--- config.mk ---
export PLATFORM = sky130hd
export DESIGN_NAME = program_sequencer
export DESIGN_NICKNAME = d
export VERILOG_FILES = /design/src/design/program_sequencer_pkg.sv /design/src/design/program_sequencer.sv
export SDC_FILE = /design/constraint.sdc
export NUM_CORES = 1
export LEC_CHECK = 0
export BUFFER_PORTS_ARGS = -buffer_cell sky130_fd_sc_hd__buf_2
export CAP_MARGIN = 20
export CORE_ASPECT_RATIO = 0.5
export CORE_MARGIN = 2
export CORE_UTILIZATION = 50
export DETAILED_ROUTE_END_ITERATION = 8
export PLACE_DENSITY = 0.72
export SLEW_MARGIN = 20
export SYNTH_ARGS = -nofsm -noshare
export SYNTH_HDL_FRONTEND = slang
export SYNTH_SLANG_ARGS = --single-unit
--- constraint.sdc ---
create_clock -name clk_i -period 4.08 [get_ports clk_i]
set_input_delay 0.408 -clock clk_i [delete_from_list [all_inputs] [get_ports clk_i]]
set_output_delay 0.408 -clock clk_i [all_outputs]
set_load 0.02 [all_outputs]
--- src/design/program_sequencer_pkg.sv ---
// Constants shared by the program sequencer
package program_sequencer_pkg;

  // Widths
  localparam int PC_W    = 13;
  localparam int WORD_W  = 16;
  localparam int DATA_W  = 8;
  localparam int ADDR_W  = 8;

  // Instruction cycle phases
  localparam logic [1:0] PHASES_PER_CYCLE = 2'h3;

  // Register offsets
  localparam logic [7:0] OFF_COUNTER_LOW  = 8'h06;
  localparam logic [7:0] OFF_TABLE_PTR    = 8'h07;
  localparam logic [7:0] OFF_TABLE_HIGH   = 8'h08;
  localparam logic [7:0] OFF_SEQ_STATUS   = 8'h30;
  localparam logic [7:0] OFF_IRQ_ENABLE   = 8'h31;

  // Reset values
  localparam logic [12:0] PC_RESET       = 13'h0000;
  localparam logic [7:0]  TABLE_POINTER_RESET     = 8'h00;
  localparam logic [7:0]  TABLE_HIGH_BYTE_RESET     = 8'h00;
  localparam logic [6:0]  IRQ_EN_RESET   = 7'h00;

  // Vectors
  localparam logic [12:0] VEC_EXT_A   = 13'h0004;
  localparam logic [12:0] VEC_EXT_B   = 13'h0008;
  localparam logic [12:0] VEC_TMR_A   = 13'h000C;
  localparam logic [12:0] VEC_TMR_B   = 13'h0010;
  localparam logic [12:0] VEC_SERIAL  = 13'h0014;
  localparam logic [12:0] VEC_MULTI   = 13'h0018;

  // Last page high bits
  localparam logic [4:0] LAST_PAGE_HI = 5'h1F;

  // Start-up delay in system clock periods
  localparam int STARTUP_PERIODS = 1024;
  localparam int SYS_CLK_NS      = 20;
  localparam int STARTUP_CYCLES  = (STARTUP_PERIODS * SYS_CLK_NS + SYS_CLK_NS - 1) / SYS_CLK_NS;

  // Stack depth
  localparam int STACK_DEPTH = 16;

  // Instruction classes issued by the decoder
  typedef enum logic [2:0] {
    OP_PLAIN, OP_JUMP, OP_CALL, OP_RET, OP_RETURN_IRQ, OP_TAB_CUR, OP_TAB_LAST
  } op_class_e;

endpackage

--- src/design/program_sequencer.sv ---
// Program sequencer: phase timing, fetch pipeline, counter, stack and vectors
// Summary of operation
// - four system clocks per instruction cycle
// - fetch one cycle, execute the next
// - counter-changing instructions take two cycles
// - counter is thirteen bits wide
// - counter increments after each fetch
// - met skip flushes next, counter plus two
// - load counter from code or stack
// - reset clears counter to zero
// - external interrupts vector to 004, 008
// - first timer overflow vectors to 00C
// - second timer overflow vectors to 010
// - serial transfer done vectors to 014
// - multi-function events vector to 018
// - low byte write gives short jump
// - table address from page or last page
// - table low byte out, high byte latched
// - table reads take two cycles
// - hold 1024 clocks after power-up or wake
// - push on call or interrupt, pop on return
// - full stack holds off interrupt acknowledge
// - sixteen levels, overflow loses oldest
`timescale 1ns/10ps

module program_sequencer
  import program_sequencer_pkg::*;
#(
  parameter int STARTUP_LEN = STARTUP_CYCLES,
  parameter int DEPTH       = STACK_DEPTH
) (
  // Clock and reset
  input  wire logic                       clk_i,
  input  wire logic                       rst_n_i,
  // Wake from halt request
  input  wire logic                       wake_i,
  // Program memory
  output logic [program_sequencer_pkg::PC_W-1:0]   prog_addr_o,
  output logic                            prog_rd_o,
  input  wire logic [program_sequencer_pkg::WORD_W-1:0] prog_data_i,
  // Decoder results for the word in execute
  output logic [program_sequencer_pkg::WORD_W-1:0] instr_o,
  output logic                            instr_valid_o,
  input  wire logic [2:0]                 op_class_i,
  input  wire logic [program_sequencer_pkg::PC_W-1:0]   op_target_i,
  input  wire logic                       skip_met_i,
  // Table read results
  output logic [program_sequencer_pkg::DATA_W-1:0] tab_low_o,
  output logic                            tab_low_valid_o,
  // Interrupt requests (pulses or levels from peripherals)
  input  wire logic                       ext_irq_a_i,
  input  wire logic                       ext_irq_b_i,
  input  wire logic                       tmr_a_ovf_i,
  input  wire logic                       tmr_b_ovf_i,
  input  wire logic                       serial_done_i,
  input  wire logic                       multi_irq_i,
  output logic [5:0]                      irq_ack_o,
  // Register port
  input  wire logic [program_sequencer_pkg::ADDR_W-1:0] reg_addr_i,
  input  wire logic [program_sequencer_pkg::DATA_W-1:0] reg_wdata_i,
  input  wire logic                       reg_wr_i,
  input  wire logic                       reg_rd_i,
  output logic [program_sequencer_pkg::DATA_W-1:0] reg_rdata_o,
  // Phase and state
  output logic [1:0]                      phase_o,
  output logic                            running_o
);

  ////////////////////////////////////////////////////////////////////////////
  // Declarations

  localparam int SP_W = $clog2(DEPTH);

  logic [1:0]        phase_r;        // Phase within instruction cycle
  logic              cyc_end;        // Last phase of a cycle
  logic [11:0]       startup_cnt_r;  // Start-up hold counter
  logic              running_r;      // Instructions may run
  logic [PC_W-1:0]   pc_r;           // Instruction pointer
  logic [PC_W-1:0]   pc_nxt;         // Next instruction pointer
  logic [WORD_W-1:0] instr_r;        // Word in execute stage
  logic              valid_r;        // Execute stage holds a real word
  logic              valid_nxt;      // Fetched word will be kept
  logic              tab_pend_r;     // Table read second cycle
  logic [PC_W-1:0]   tab_addr_r;     // Table word address
  logic [PC_W-1:0]   tab_addr_nxt;   // Table word address to load
  logic              tab_start;      // Table read begins
  logic [7:0]        table_pointer_r;         // Table pointer register
  logic [7:0]        table_high_byte_r;         // Table high byte register
  logic [DATA_W-1:0] tab_low_r;      // Table low byte output
  logic              tab_low_v_r;    // Table low byte strobe
  logic [PC_W-1:0]   stack_r [DEPTH]; // Return stack
  logic [SP_W:0]     sp_r;           // Stack occupancy
  logic              stack_full;     // All levels used
  logic              push;           // Store return address
  logic              pop;            // Restore return address
  logic [PC_W-1:0]   push_val;       // Address to store
  logic [5:0]        irq_flag_r;     // Sticky request flags
  logic [5:0]        irq_sync1_r;    // First sync stage
  logic [5:0]        irq_sync2_r;    // Second sync stage
  logic [5:0]        irq_prev_r;     // Previous synced level
  logic [5:0]        irq_en_r;       // Per-source enable
  logic              glob_en_r;      // Global enable
  logic [5:0]        irq_ready;      // Enabled pending requests
  logic [5:0]        irq_take;       // One-hot granted request
  logic              irq_go;         // Acknowledge this cycle
  logic [PC_W-1:0]   irq_vec;        // Granted vector
  logic              pcl_wr;         // Low byte write
  logic              pcl_seen_r;     // Low byte written inside this cycle
  logic [DATA_W-1:0] rdata_r;        // Read data register
  logic [5:0]        ack_r;          // Acknowledge pulse
  op_class_e         op;             // Decoded class

  assign op = op_class_e'(op_class_i);

  // Priority picker: lowest index wins
  function automatic logic [5:0] pick_lowest(input logic [5:0] req);
    logic [5:0] res;
    res = 6'h00;
    for (int i = 5; i >= 0; i--) begin
      if (req[i]) begin
        res = 6'h00;
        res[i] = 1'b1;
      end
    end
    return res;
  endfunction

  ////////////////////////////////////////////////////////////////////////////
  // Timing

  // Four-phase divider
  always_ff @(posedge clk_i or negedge rst_n_i) begin
    if (!rst_n_i) begin
      phase_r <= 2'h0;
    end else if (!running_r) begin
      phase_r <= 2'h0;
    end else begin
      phase_r <= phase_r + 2'h1;
    end
  end

  assign cyc_end = running_r && (phase_r == PHASES_PER_CYCLE);

  // Start-up hold after reset or wake
  always_ff @(posedge clk_i or negedge rst_n_i) begin
    if (!rst_n_i) begin
      startup_cnt_r <= 12'h000;
      running_r     <= 1'b0;
    end else if (wake_i) begin
      startup_cnt_r <= 12'h000;
      running_r     <= 1'b0;
    end else if (!running_r) begin
      if (startup_cnt_r == 12'(STARTUP_LEN - 1)) begin
        running_r <= 1'b1;
      end else begin
        startup_cnt_r <= startup_cnt_r + 12'h001;
      end
    end
  end

  ////////////////////////////////////////////////////////////////////////////
  // Interrupts

  // Sync and edge detect request inputs
  always_ff @(posedge clk_i or negedge rst_n_i) begin
    if (!rst_n_i) begin
      irq_sync1_r <= 6'h00;
      irq_sync2_r <= 6'h00;
      irq_prev_r  <= 6'h00;
    end else begin
      irq_sync1_r <= {multi_irq_i, serial_done_i, tmr_b_ovf_i, tmr_a_ovf_i,
                      ext_irq_b_i, ext_irq_a_i};
      irq_sync2_r <= irq_sync1_r;
      irq_prev_r  <= irq_sync2_r;
    end
  end

  assign irq_ready = irq_flag_r & irq_en_r & {6{glob_en_r}};
  assign irq_take  = pick_lowest(irq_ready);
  assign irq_go    = cyc_end && (irq_ready != 6'h00) && !stack_full
                     && !tab_pend_r && valid_r && (op == OP_PLAIN) && !skip_met_i;

  // Vector select
  always_comb begin
    irq_vec = VEC_MULTI;
    if (irq_take[0]) irq_vec = VEC_EXT_A;
    else if (irq_take[1]) irq_vec = VEC_EXT_B;
    else if (irq_take[2]) irq_vec = VEC_TMR_A;
    else if (irq_take[3]) irq_vec = VEC_TMR_B;
    else if (irq_take[4]) irq_vec = VEC_SERIAL;
  end

  // Sticky flags, set beats clear
  always_ff @(posedge clk_i or negedge rst_n_i) begin
    if (!rst_n_i) begin
      irq_flag_r <= 6'h00;
      ack_r      <= 6'h00;
    end else begin
      irq_flag_r <= (irq_flag_r & ~(irq_go ? irq_take : 6'h00))
                    | (irq_sync2_r & ~irq_prev_r);
      ack_r      <= irq_go ? irq_take : 6'h00;
    end
  end

  // Enables: global off on acknowledge, on at return from interrupt
  always_ff @(posedge clk_i or negedge rst_n_i) begin
    if (!rst_n_i) begin
      irq_en_r  <= 6'h00;
      glob_en_r <= 1'b0;
    end else begin
      if (reg_wr_i && reg_addr_i == OFF_IRQ_ENABLE) begin
        irq_en_r  <= reg_wdata_i[5:0];
        glob_en_r <= reg_wdata_i[7];
      end else if (irq_go) begin
        glob_en_r <= 1'b0;
      end else if (cyc_end && valid_r && op == OP_RETURN_IRQ) begin
        glob_en_r <= 1'b1;
      end
    end
  end

  ////////////////////////////////////////////////////////////////////////////
  // Sequencing

  assign pcl_wr    = reg_wr_i && (reg_addr_i == OFF_COUNTER_LOW);
  assign tab_start = cyc_end && valid_r && !tab_pend_r
                     && (op == OP_TAB_CUR || op == OP_TAB_LAST);
  assign push      = irq_go || (cyc_end && valid_r && !tab_pend_r && op == OP_CALL);
  assign pop       = cyc_end && valid_r && !tab_pend_r && (op == OP_RET || op == OP_RETURN_IRQ);
  assign push_val  = pc_r;
  assign stack_full = (sp_r == (SP_W+1)'(DEPTH));

  // Table address
  always_comb begin
    if (op == OP_TAB_LAST) begin
      tab_addr_nxt = {LAST_PAGE_HI, table_pointer_r};
    end else begin
      tab_addr_nxt = {pc_r[12:8], table_pointer_r};
    end
  end

  // Next counter and whether the fetched word is kept
  always_comb begin
    pc_nxt    = pc_r + 13'h0001;
    valid_nxt = 1'b1;
    if (irq_go) begin
      pc_nxt    = irq_vec;
      valid_nxt = 1'b0;
    end else if (!valid_r || tab_pend_r) begin
      pc_nxt    = pc_r + 13'h0001;
    end else if (skip_met_i) begin
      pc_nxt    = pc_r + 13'h0001;
      valid_nxt = 1'b0;
    end else begin
      case (op)
        OP_JUMP, OP_CALL: begin
          pc_nxt    = op_target_i;
          valid_nxt = 1'b0;
        end
        OP_RET, OP_RETURN_IRQ: begin
          pc_nxt    = stack_r[sp_r[SP_W-1:0] - SP_W'(1)];
          valid_nxt = 1'b0;
        end
        OP_TAB_CUR, OP_TAB_LAST: begin
          pc_nxt    = pc_r;
          valid_nxt = 1'b0;
        end
        default: begin
          pc_nxt    = pc_r + 13'h0001;
        end
      endcase
    end
  end

  // Counter register
  always_ff @(posedge clk_i or negedge rst_n_i) begin
    if (!rst_n_i) begin
      pc_r <= PC_RESET;
      pcl_seen_r <= 1'b0;
    end else if (pcl_wr) begin
      pc_r <= {pc_r[12:8], reg_wdata_i};
      pcl_seen_r <= !cyc_end;
    end else if (cyc_end) begin
      pc_r <= pcl_seen_r ? pc_r : pc_nxt;
      pcl_seen_r <= 1'b0;
    end
  end

  // Execute stage
  always_ff @(posedge clk_i or negedge rst_n_i) begin
    if (!rst_n_i) begin
      instr_r <= 16'h0000;
      valid_r <= 1'b0;
    end else if (pcl_wr) begin
      valid_r <= 1'b0;
    end else if (cyc_end && tab_pend_r) begin
      valid_r <= 1'b1;
    end else if (cyc_end) begin
      instr_r <= prog_data_i;
      valid_r <= valid_nxt && !pcl_seen_r;
    end
  end

  // Table read second cycle
  always_ff @(posedge clk_i or negedge rst_n_i) begin
    if (!rst_n_i) begin
      tab_pend_r  <= 1'b0;
      tab_addr_r  <= PC_RESET;
      table_high_byte_r      <= TABLE_HIGH_BYTE_RESET;
      tab_low_r   <= 8'h00;
      tab_low_v_r <= 1'b0;
    end else begin
      tab_low_v_r <= 1'b0;
      if (tab_start) begin
        tab_pend_r <= 1'b1;
        tab_addr_r <= tab_addr_nxt;
      end else if (cyc_end && tab_pend_r) begin
        tab_pend_r  <= 1'b0;
        tab_low_r   <= prog_data_i[7:0];
        table_high_byte_r      <= prog_data_i[15:8];
        tab_low_v_r <= 1'b1;
      end
    end
  end

  // Table pointer register written by software
  always_ff @(posedge clk_i or negedge rst_n_i) begin
    if (!rst_n_i) begin
      table_pointer_r <= TABLE_POINTER_RESET;
    end else if (reg_wr_i && reg_addr_i == OFF_TABLE_PTR) begin
      table_pointer_r <= reg_wdata_i;
    end
  end

  // Return stack; full stack call drops the oldest
  always_ff @(posedge clk_i or negedge rst_n_i) begin
    if (!rst_n_i) begin
      sp_r <= '0;
      for (int i = 0; i < DEPTH; i++) begin
        stack_r[i] <= PC_RESET;
      end
    end else if (push) begin
      if (stack_full) begin
        for (int i = 0; i < DEPTH - 1; i++) begin
          stack_r[i] <= stack_r[i+1];
        end
        stack_r[DEPTH-1] <= push_val;
      end else begin
        stack_r[sp_r[SP_W-1:0]] <= push_val;
        sp_r <= sp_r + (SP_W+1)'(1);
      end
    end else if (pop && sp_r != '0) begin
      sp_r <= sp_r - (SP_W+1)'(1);
    end
  end

  ////////////////////////////////////////////////////////////////////////////
  // Register reads

  // Read data one cycle later
  always_ff @(posedge clk_i or negedge rst_n_i) begin
    if (!rst_n_i) begin
      rdata_r <= 8'h00;
    end else if (reg_rd_i) begin
      case (reg_addr_i)
        OFF_COUNTER_LOW: rdata_r <= pc_r[7:0];
        OFF_TABLE_PTR:   rdata_r <= table_pointer_r;
        OFF_TABLE_HIGH:  rdata_r <= table_high_byte_r;
        OFF_SEQ_STATUS:  rdata_r <= {running_r, stack_full, 1'b0, sp_r[SP_W:0]};
        OFF_IRQ_ENABLE:  rdata_r <= {glob_en_r, 1'b0, irq_en_r};
        default:         rdata_r <= 8'h00;
      endcase
    end else begin
      rdata_r <= 8'h00;
    end
  end

  assign reg_rdata_o = rdata_r;

  ////////////////////////////////////////////////////////////////////////////
  // Outputs

  // Registered fetch address
  always_ff @(posedge clk_i or negedge rst_n_i) begin
    if (!rst_n_i) begin
      prog_addr_o <= PC_RESET;
      prog_rd_o   <= 1'b0;
    end else begin
      prog_addr_o <= tab_pend_r ? tab_addr_r : pc_r;
      prog_rd_o   <= running_r;
    end
  end

  always_ff @(posedge clk_i or negedge rst_n_i) begin
    if (!rst_n_i) begin
      instr_o         <= 16'h0000;
      instr_valid_o   <= 1'b0;
      tab_low_o       <= 8'h00;
      tab_low_valid_o <= 1'b0;
      irq_ack_o       <= 6'h00;
      phase_o         <= 2'h0;
      running_o       <= 1'b0;
    end else begin
      instr_o         <= instr_r;
      instr_valid_o   <= valid_r && !tab_pend_r;
      tab_low_o       <= tab_low_r;
      tab_low_valid_o <= tab_low_v_r;
      irq_ack_o       <= ack_r;
      phase_o         <= phase_r;
      running_o       <= running_r;
    end
  end

endmodule

# Word level (Yosys, flattened, before mapping)
# Cells that the tools add are included.
# totals
reg_bits	391
output_inout_bits	57
n_memories	0
ram_bits	0
word_cells	194
rom_bits	0
latch_bits	0
# classes
div_mod_pow	0
n_bitwise	13
magnitude_cmp	3
n_mul	0
shifts	0
muxes	56
n_addsub	6
n_reduce_logical	49
n_eq_ne	20
# op_table
operator	count
208-bit bitwise mux	1
208-bit two-way mux	1
13-bit two-way mux	8
13-bit binary-select mux with 4-bit select	1
13-bit demux with 4-bit select	1
6-bit two-way mux	7
8-bit one-hot mux with 5 select lines	1
13-bit one-hot mux with 3 select lines	1
12-bit two-way mux	3
8-bit two-way mux	4
5-bit two-way mux	6
6-bit bitwise AND	4
1-bit logical AND	21
1-bit two-way mux	19
8-bit by 3-bit == test with 1-bit output, second input constant	2
8-bit by 6-bit == test with 1-bit output, second input constant	2
13-bit by 1-bit adder with 13-bit output, second input constant	1
12-bit by 1-bit adder with 12-bit output, second input constant	1
12-bit by 10-bit == test with 1-bit output, second input constant	1
6-bit inverter	2
5-bit >= comparator, second input constant	2
4-bit inverter with 5-bit output	2
3-bit == test, second input constant	3
8-bit by 4-bit == test with 1-bit output, second input constant	1
28 further kinds	52

# Logic depth before layout (Yosys ltp)
# logic_depth
word_depth	17
depth_mapped	20

# Least setup slack after synthesis
# Ideal clock, no wire load.
# synth_timing
kind	reg2reg
from	reg sp_r[0]
to	reg sp_r[4]
t_required_ns	3.931
path_buffers	7
arrival_time_ns	4.279
stages_incl_launch_ff	21
path_slack_ns	-0.348
cell_sequence	dfrtp_1 buf_2 buf_2 buf_2 inv_1 ha_1 nor4bb_1 buf_2 or4_1 buf_2 a31o_4 nand2_4 inv_2 buf_2 buf_2 fa_1 a21o_1 a21oi_1 nand2_1 o31ai_1 a21oi_1
# synth_via
elab_chain_len	10
elab_cells_between_ends	18
classes_between	add/sub: 2; eq/ne: 2; mux: 3; reduce/logical: 11
# synth_rtl
item	line_no	rtl
from (decl)	program_sequencer.sv:92	logic [SP_W:0] sp_r;
from (signal assigned)	program_sequencer.sv:350	sp_r <= sp_r + (SP_W+1)'(1);
from (signal assigned)	program_sequencer.sv:353	sp_r <= sp_r - (SP_W+1)'(1);
5-bit == test	program_sequencer.sv:231	assign stack_full = (sp_r == (SP_W+1)'(DEPTH));
1-bit logical NOT	program_sequencer.sv:180	assign irq_go = cyc_end && (irq_ready != 6'h00) && !stack_full
1-bit logical AND	program_sequencer.sv:180	
1-bit logical AND (4 in series)	program_sequencer.sv:181	&& !tab_pend_r && valid_r && (op == OP_PLAIN) && !skip_met_i;
1-bit logical OR	program_sequencer.sv:228	assign push = irq_go || (cyc_end && valid_r && !tab_pend_r && op == OP_CALL);
2-bit inequality test (no source line) / 2-bit nonzero test (equally long branches)	n/a	
2-bit AND reduction (no source line)	n/a	
# Several ways; a longest one is shown, not always the timed one. The select of a mux whose other input is x is not followed.
# A chain may end at the register's enable or synchronous reset.

# Worst setup path in the final report
# layout_timing
from	reg sp_r[1]
to	reg stack_r[6] (netlist name)
# layout_via
elab_chain_len	8
elab_cells_between_ends	16
classes_between	order compare: 2; eq/ne: 1; mux: 4; bitwise: 1; reduce/logical: 8
# layout_rtl
item	line_no	rtl
parallel branches: the longest is 8 deep, another holds 5-bit >= comparator	n/a	
to (signal, indexed assignment)	program_sequencer.sv:345	stack_r[i] <= stack_r[i+1];
to (signal, indexed assignment)	program_sequencer.sv:347	stack_r[DEPTH-1] <= push_val;
to (signal, indexed assignment)	program_sequencer.sv:349	stack_r[sp_r[SP_W-1:0]] <= push_val;
to (decl)	program_sequencer.sv:91	logic [PC_W-1:0] stack_r [DEPTH];
# Parallel ways; which one is timed is not known.

==> results.cfg <==
[synthesis]
synth.ff_latch_count = 391
synth_cell_types = 66
ys_seq_area_frac = 0.5325
synth_top_family_by_area = compound AO/OA/AOI/OAI gates
synth.area.mux_share = 0.1341
async_reset_ff_frac = 1.000
yosys.area_share.xor_xnor = 0.01096
synth_simple_gate_area_frac = 0.06646
synth_area_um2 = 18380
synthCells = 1530
synth.avg_cell_area_um2 = 12.01
yosys.area.top_type_share = 0.5325
synth_compound_area_frac = 0.2105
synth_edf_count = 0
synthFlopType = dfrtp_1
syn_nets = 1602
synthAdderAreaFrac = 0.008580
synth.area.top_cells = dfrtp_1 53%, o2bb2ai_1 7.0%, a22oi_1 6.6%
yosys_warnings = 0
yosys.area.top_type = dfrtp_1

[floorplan]
rows = 49
core_area_um2 = 36050
die_w_um = 275.1
start_util = 0.5097
io_pins = 117
die_area_um2 = 38390
die_h_um = 139.6

[status]
status = completed

[global_routing]
grt_max_degree = 118
grt_first_pass_wirelength_um = 83430
overflow = 0
grt_pass1_vias = 14060
antenna_found_initial = 0
grtUsageTotal = 0.2798

[critical_path]
r2r_cells = 10
path_class = flip-flop to flip-flop
cp-end-kind = flip-flop
crit_arrival_ns = 4.09
required_ns = 4.49
critPathMaxFanout = 52
start_kind = flip-flop

[timing]
timing.final.crit_share = 0.9006
rsz0062_at_grt = no
whs_ns = 0.1064
fin_crit_ns = 3.675
slew_headroom = 0.2866
skew_ns = 0.02398
slew_violations = 0
finalSetupViolations = 0
hold_viol_final = 0
max_freq_ghz = 0.2721
tns_ns = 0
worst_slew_pin_slew_ns = 1.069

[cts]
cts_max_level = 2
post_cts_resized = 0
cts_tree = done
clockRootBuffer = clkbuf_16
clkLatencyLatePin_ns = 0.55
numCtsBuffers = 36
clkSinkCount = 391
postCtsSetupBuffers = 0
clkTransAtPathRegs_ns = 0.07
clockBufferDepth = 3

[power]
irDropWorstVdd_mv = 0.4012
switching_share = 0.2383
p_comb_frac = 0.071
power_frac_seq = 0.509
power.density_nw_per_um2 = 398.9
p_leak_nw = 8.852
p_sw_mw = 1.963
power.clock.fraction = 0.421
p_int_mw = 6.275

[detailed_routing]
drtIter0Drc = 1956
wl_um = 52880
viasPerCell = 6.698
drt-wirelength-per-cell_um = 25.12
drc = 0
detail-route-antenna-nets = 0
vias = 14100
first_pass_iters = 6

[final_layout]
final_common_cell = dfrtp_1
diodes = 0
nFillCells = 2924
mostFrequentLayoutCells = 390 x dfrtp_1, 162 x a22oi_1, 146 x o2bb2ai_1
drive_gt1_frac = 0.2332
nets = 1669
syn_to_final_growth_pct = 12.38

[min_path]
min_path_type = input pin to flip-flop
holdPathStages = 2

[placed_design]
hpwlAfterDp_um = 34460
gp_congestion = 0.8899
port_buffers = 116

[run]
drv_cap = 0
-- final timing paths --
check	startpoint	to	slack, ns
worst max-delay path	sp_r[1]$_DFFE_PN0P_	stack_r[6]$_DFFE_PN0P_	0.41
worst min-delay path	prog_data_i[5]	instr_r[5]$_DFFE_PN0P_	0.11
worst max register to register	sp_r[1]$_DFFE_PN0P_	stack_r[6]$_DFFE_PN0P_	0.41
worst min register to register	irq_sync1_r[2]$_DFF_PN0_	irq_sync2_r[2]$_DFF_PN0_	0.35
max in group asynchronous	rst_n_i	stack_r[84]$_DFFE_PN0P_	2.45
min in group asynchronous	rst_n_i	instr_o[0]$_DFF_PN0_	0.56
-- cell usage after synthesis, types with 9 or more instances --
| cell type | instances |
|---|---|
| a21oi_1 | 65 |
| a22oi_1 | 162 |
| a31oi_1 | 9 |
| and3_1 | 18 |
| buf_2 | 41 |
| clkbuf_1 | 92 |
| dfrtp_1 | 391 |
| ha_1 | 11 |
| inv_1 | 14 |
| mux2_2 | 71 |
| mux2_4 | 10 |
| mux2i_1 | 32 |
| mux4_2 | 53 |
| nand2_1 | 74 |
| nand3_1 | 21 |
| nor2_1 | 77 |
| nor3_1 | 10 |
| o21ai_0 | 44 |
| o22ai_1 | 45 |
| o2bb2ai_1 | 146 |
| xnor2_1 | 11 |
| xor2_1 | 12 |
-- sequential cells by signal (all words and copies together) (netlist names), 8 cells and up --
name / cells
tab_low_o: 8
instr_r: 16
instr_o: 16
pc_r: 13
table_high_byte_r: 8
tab_low_r: 8
table_pointer_r: 8
tab_addr_r: 13
startup_cnt_r: 12
stack_r: 208
reg_rdata_o: 8
prog_addr_o: 13
-- cell families after synthesis --
family,Yosys count
compound gates,526
flops,391
simple gates,253
mux,166
buf+inv,159
xor+xnor,23
fa+ha+maj,12
-- critical path, stage by stage, from the launching register on --
cell      delay [ns]
dfrtp_1         0.55
inv_1           0.15
ha_2            0.23
nor4bb_4        0.16
or4_1           0.49
buf_4           0.19
a31o_4          0.26
nand2_4         0.08
buf_4           0.54
o21ai_2         0.46
mux2_4          0.41
-- through the flow --
stage	cells	utilization	total power [mW]	setup slack (ns)	instance area (um2)
5_1_grt	2105	0.5728	8.510	0.2415	20650
6_report	2105	0.5728	8.238	0.4055	20650
4_1_cts	2105	0.5727	8.269	0.4583	20650
2_1_floorplan	1530	-	4.543	0.008435	18390
3_3_place_gp	2036	0.5379	4.795	0.6510	19390
3_5_place_dp	2036	0.5379	4.828	0.5005	19390
-- power groups by stage --
stage	logic (mW)	clock network (mW)	registers, mW
5_1_grt	0.635	3.67	4.21
3_3_place_gp	0.552	0	4.24
6_report	0.581	3.47	4.19
3_5_place_dp	0.574	0	4.25
2_1_floorplan	0.317	0	4.23
4_1_cts	0.581	3.50	4.18
-- layout make-up --
type / instances / area [um2] / area share
inverter: 15 / 58.81 / 0.002848
clock buffer: 51 / 1037 / 0.05023
sequential: 391 / 9788 / 0.4740
clock inverter: 11 / 147.6 / 0.007150
multi-input combinational: 980 / 7935 / 0.3843
tap: 484 / 605.6 / 0.02933
timing repair buffer: 173 / 1077 / 0.05217
-- timing repair --
| action | 4_1_cts | 5_1_grt |
|---|---|---|
| hold buffers | 7 | 0 |
| hold endpoints to repair | 68 | 0 |
| endpoints found under the setup margin | 0 | 0 |
-- per-layer routing --
metal,wire length (um),vias to the layer above,track usage,share of wire
met4,1565,0,0.09018,0.030
met1,21990,7228,0.4047,0.42
met5,0,-,0,0
met3,5238,105,0.06419,0.099
met2,24080,771,0.4205,0.46
li1,-,5996,-,-
(Power assumes the default switching activity.)
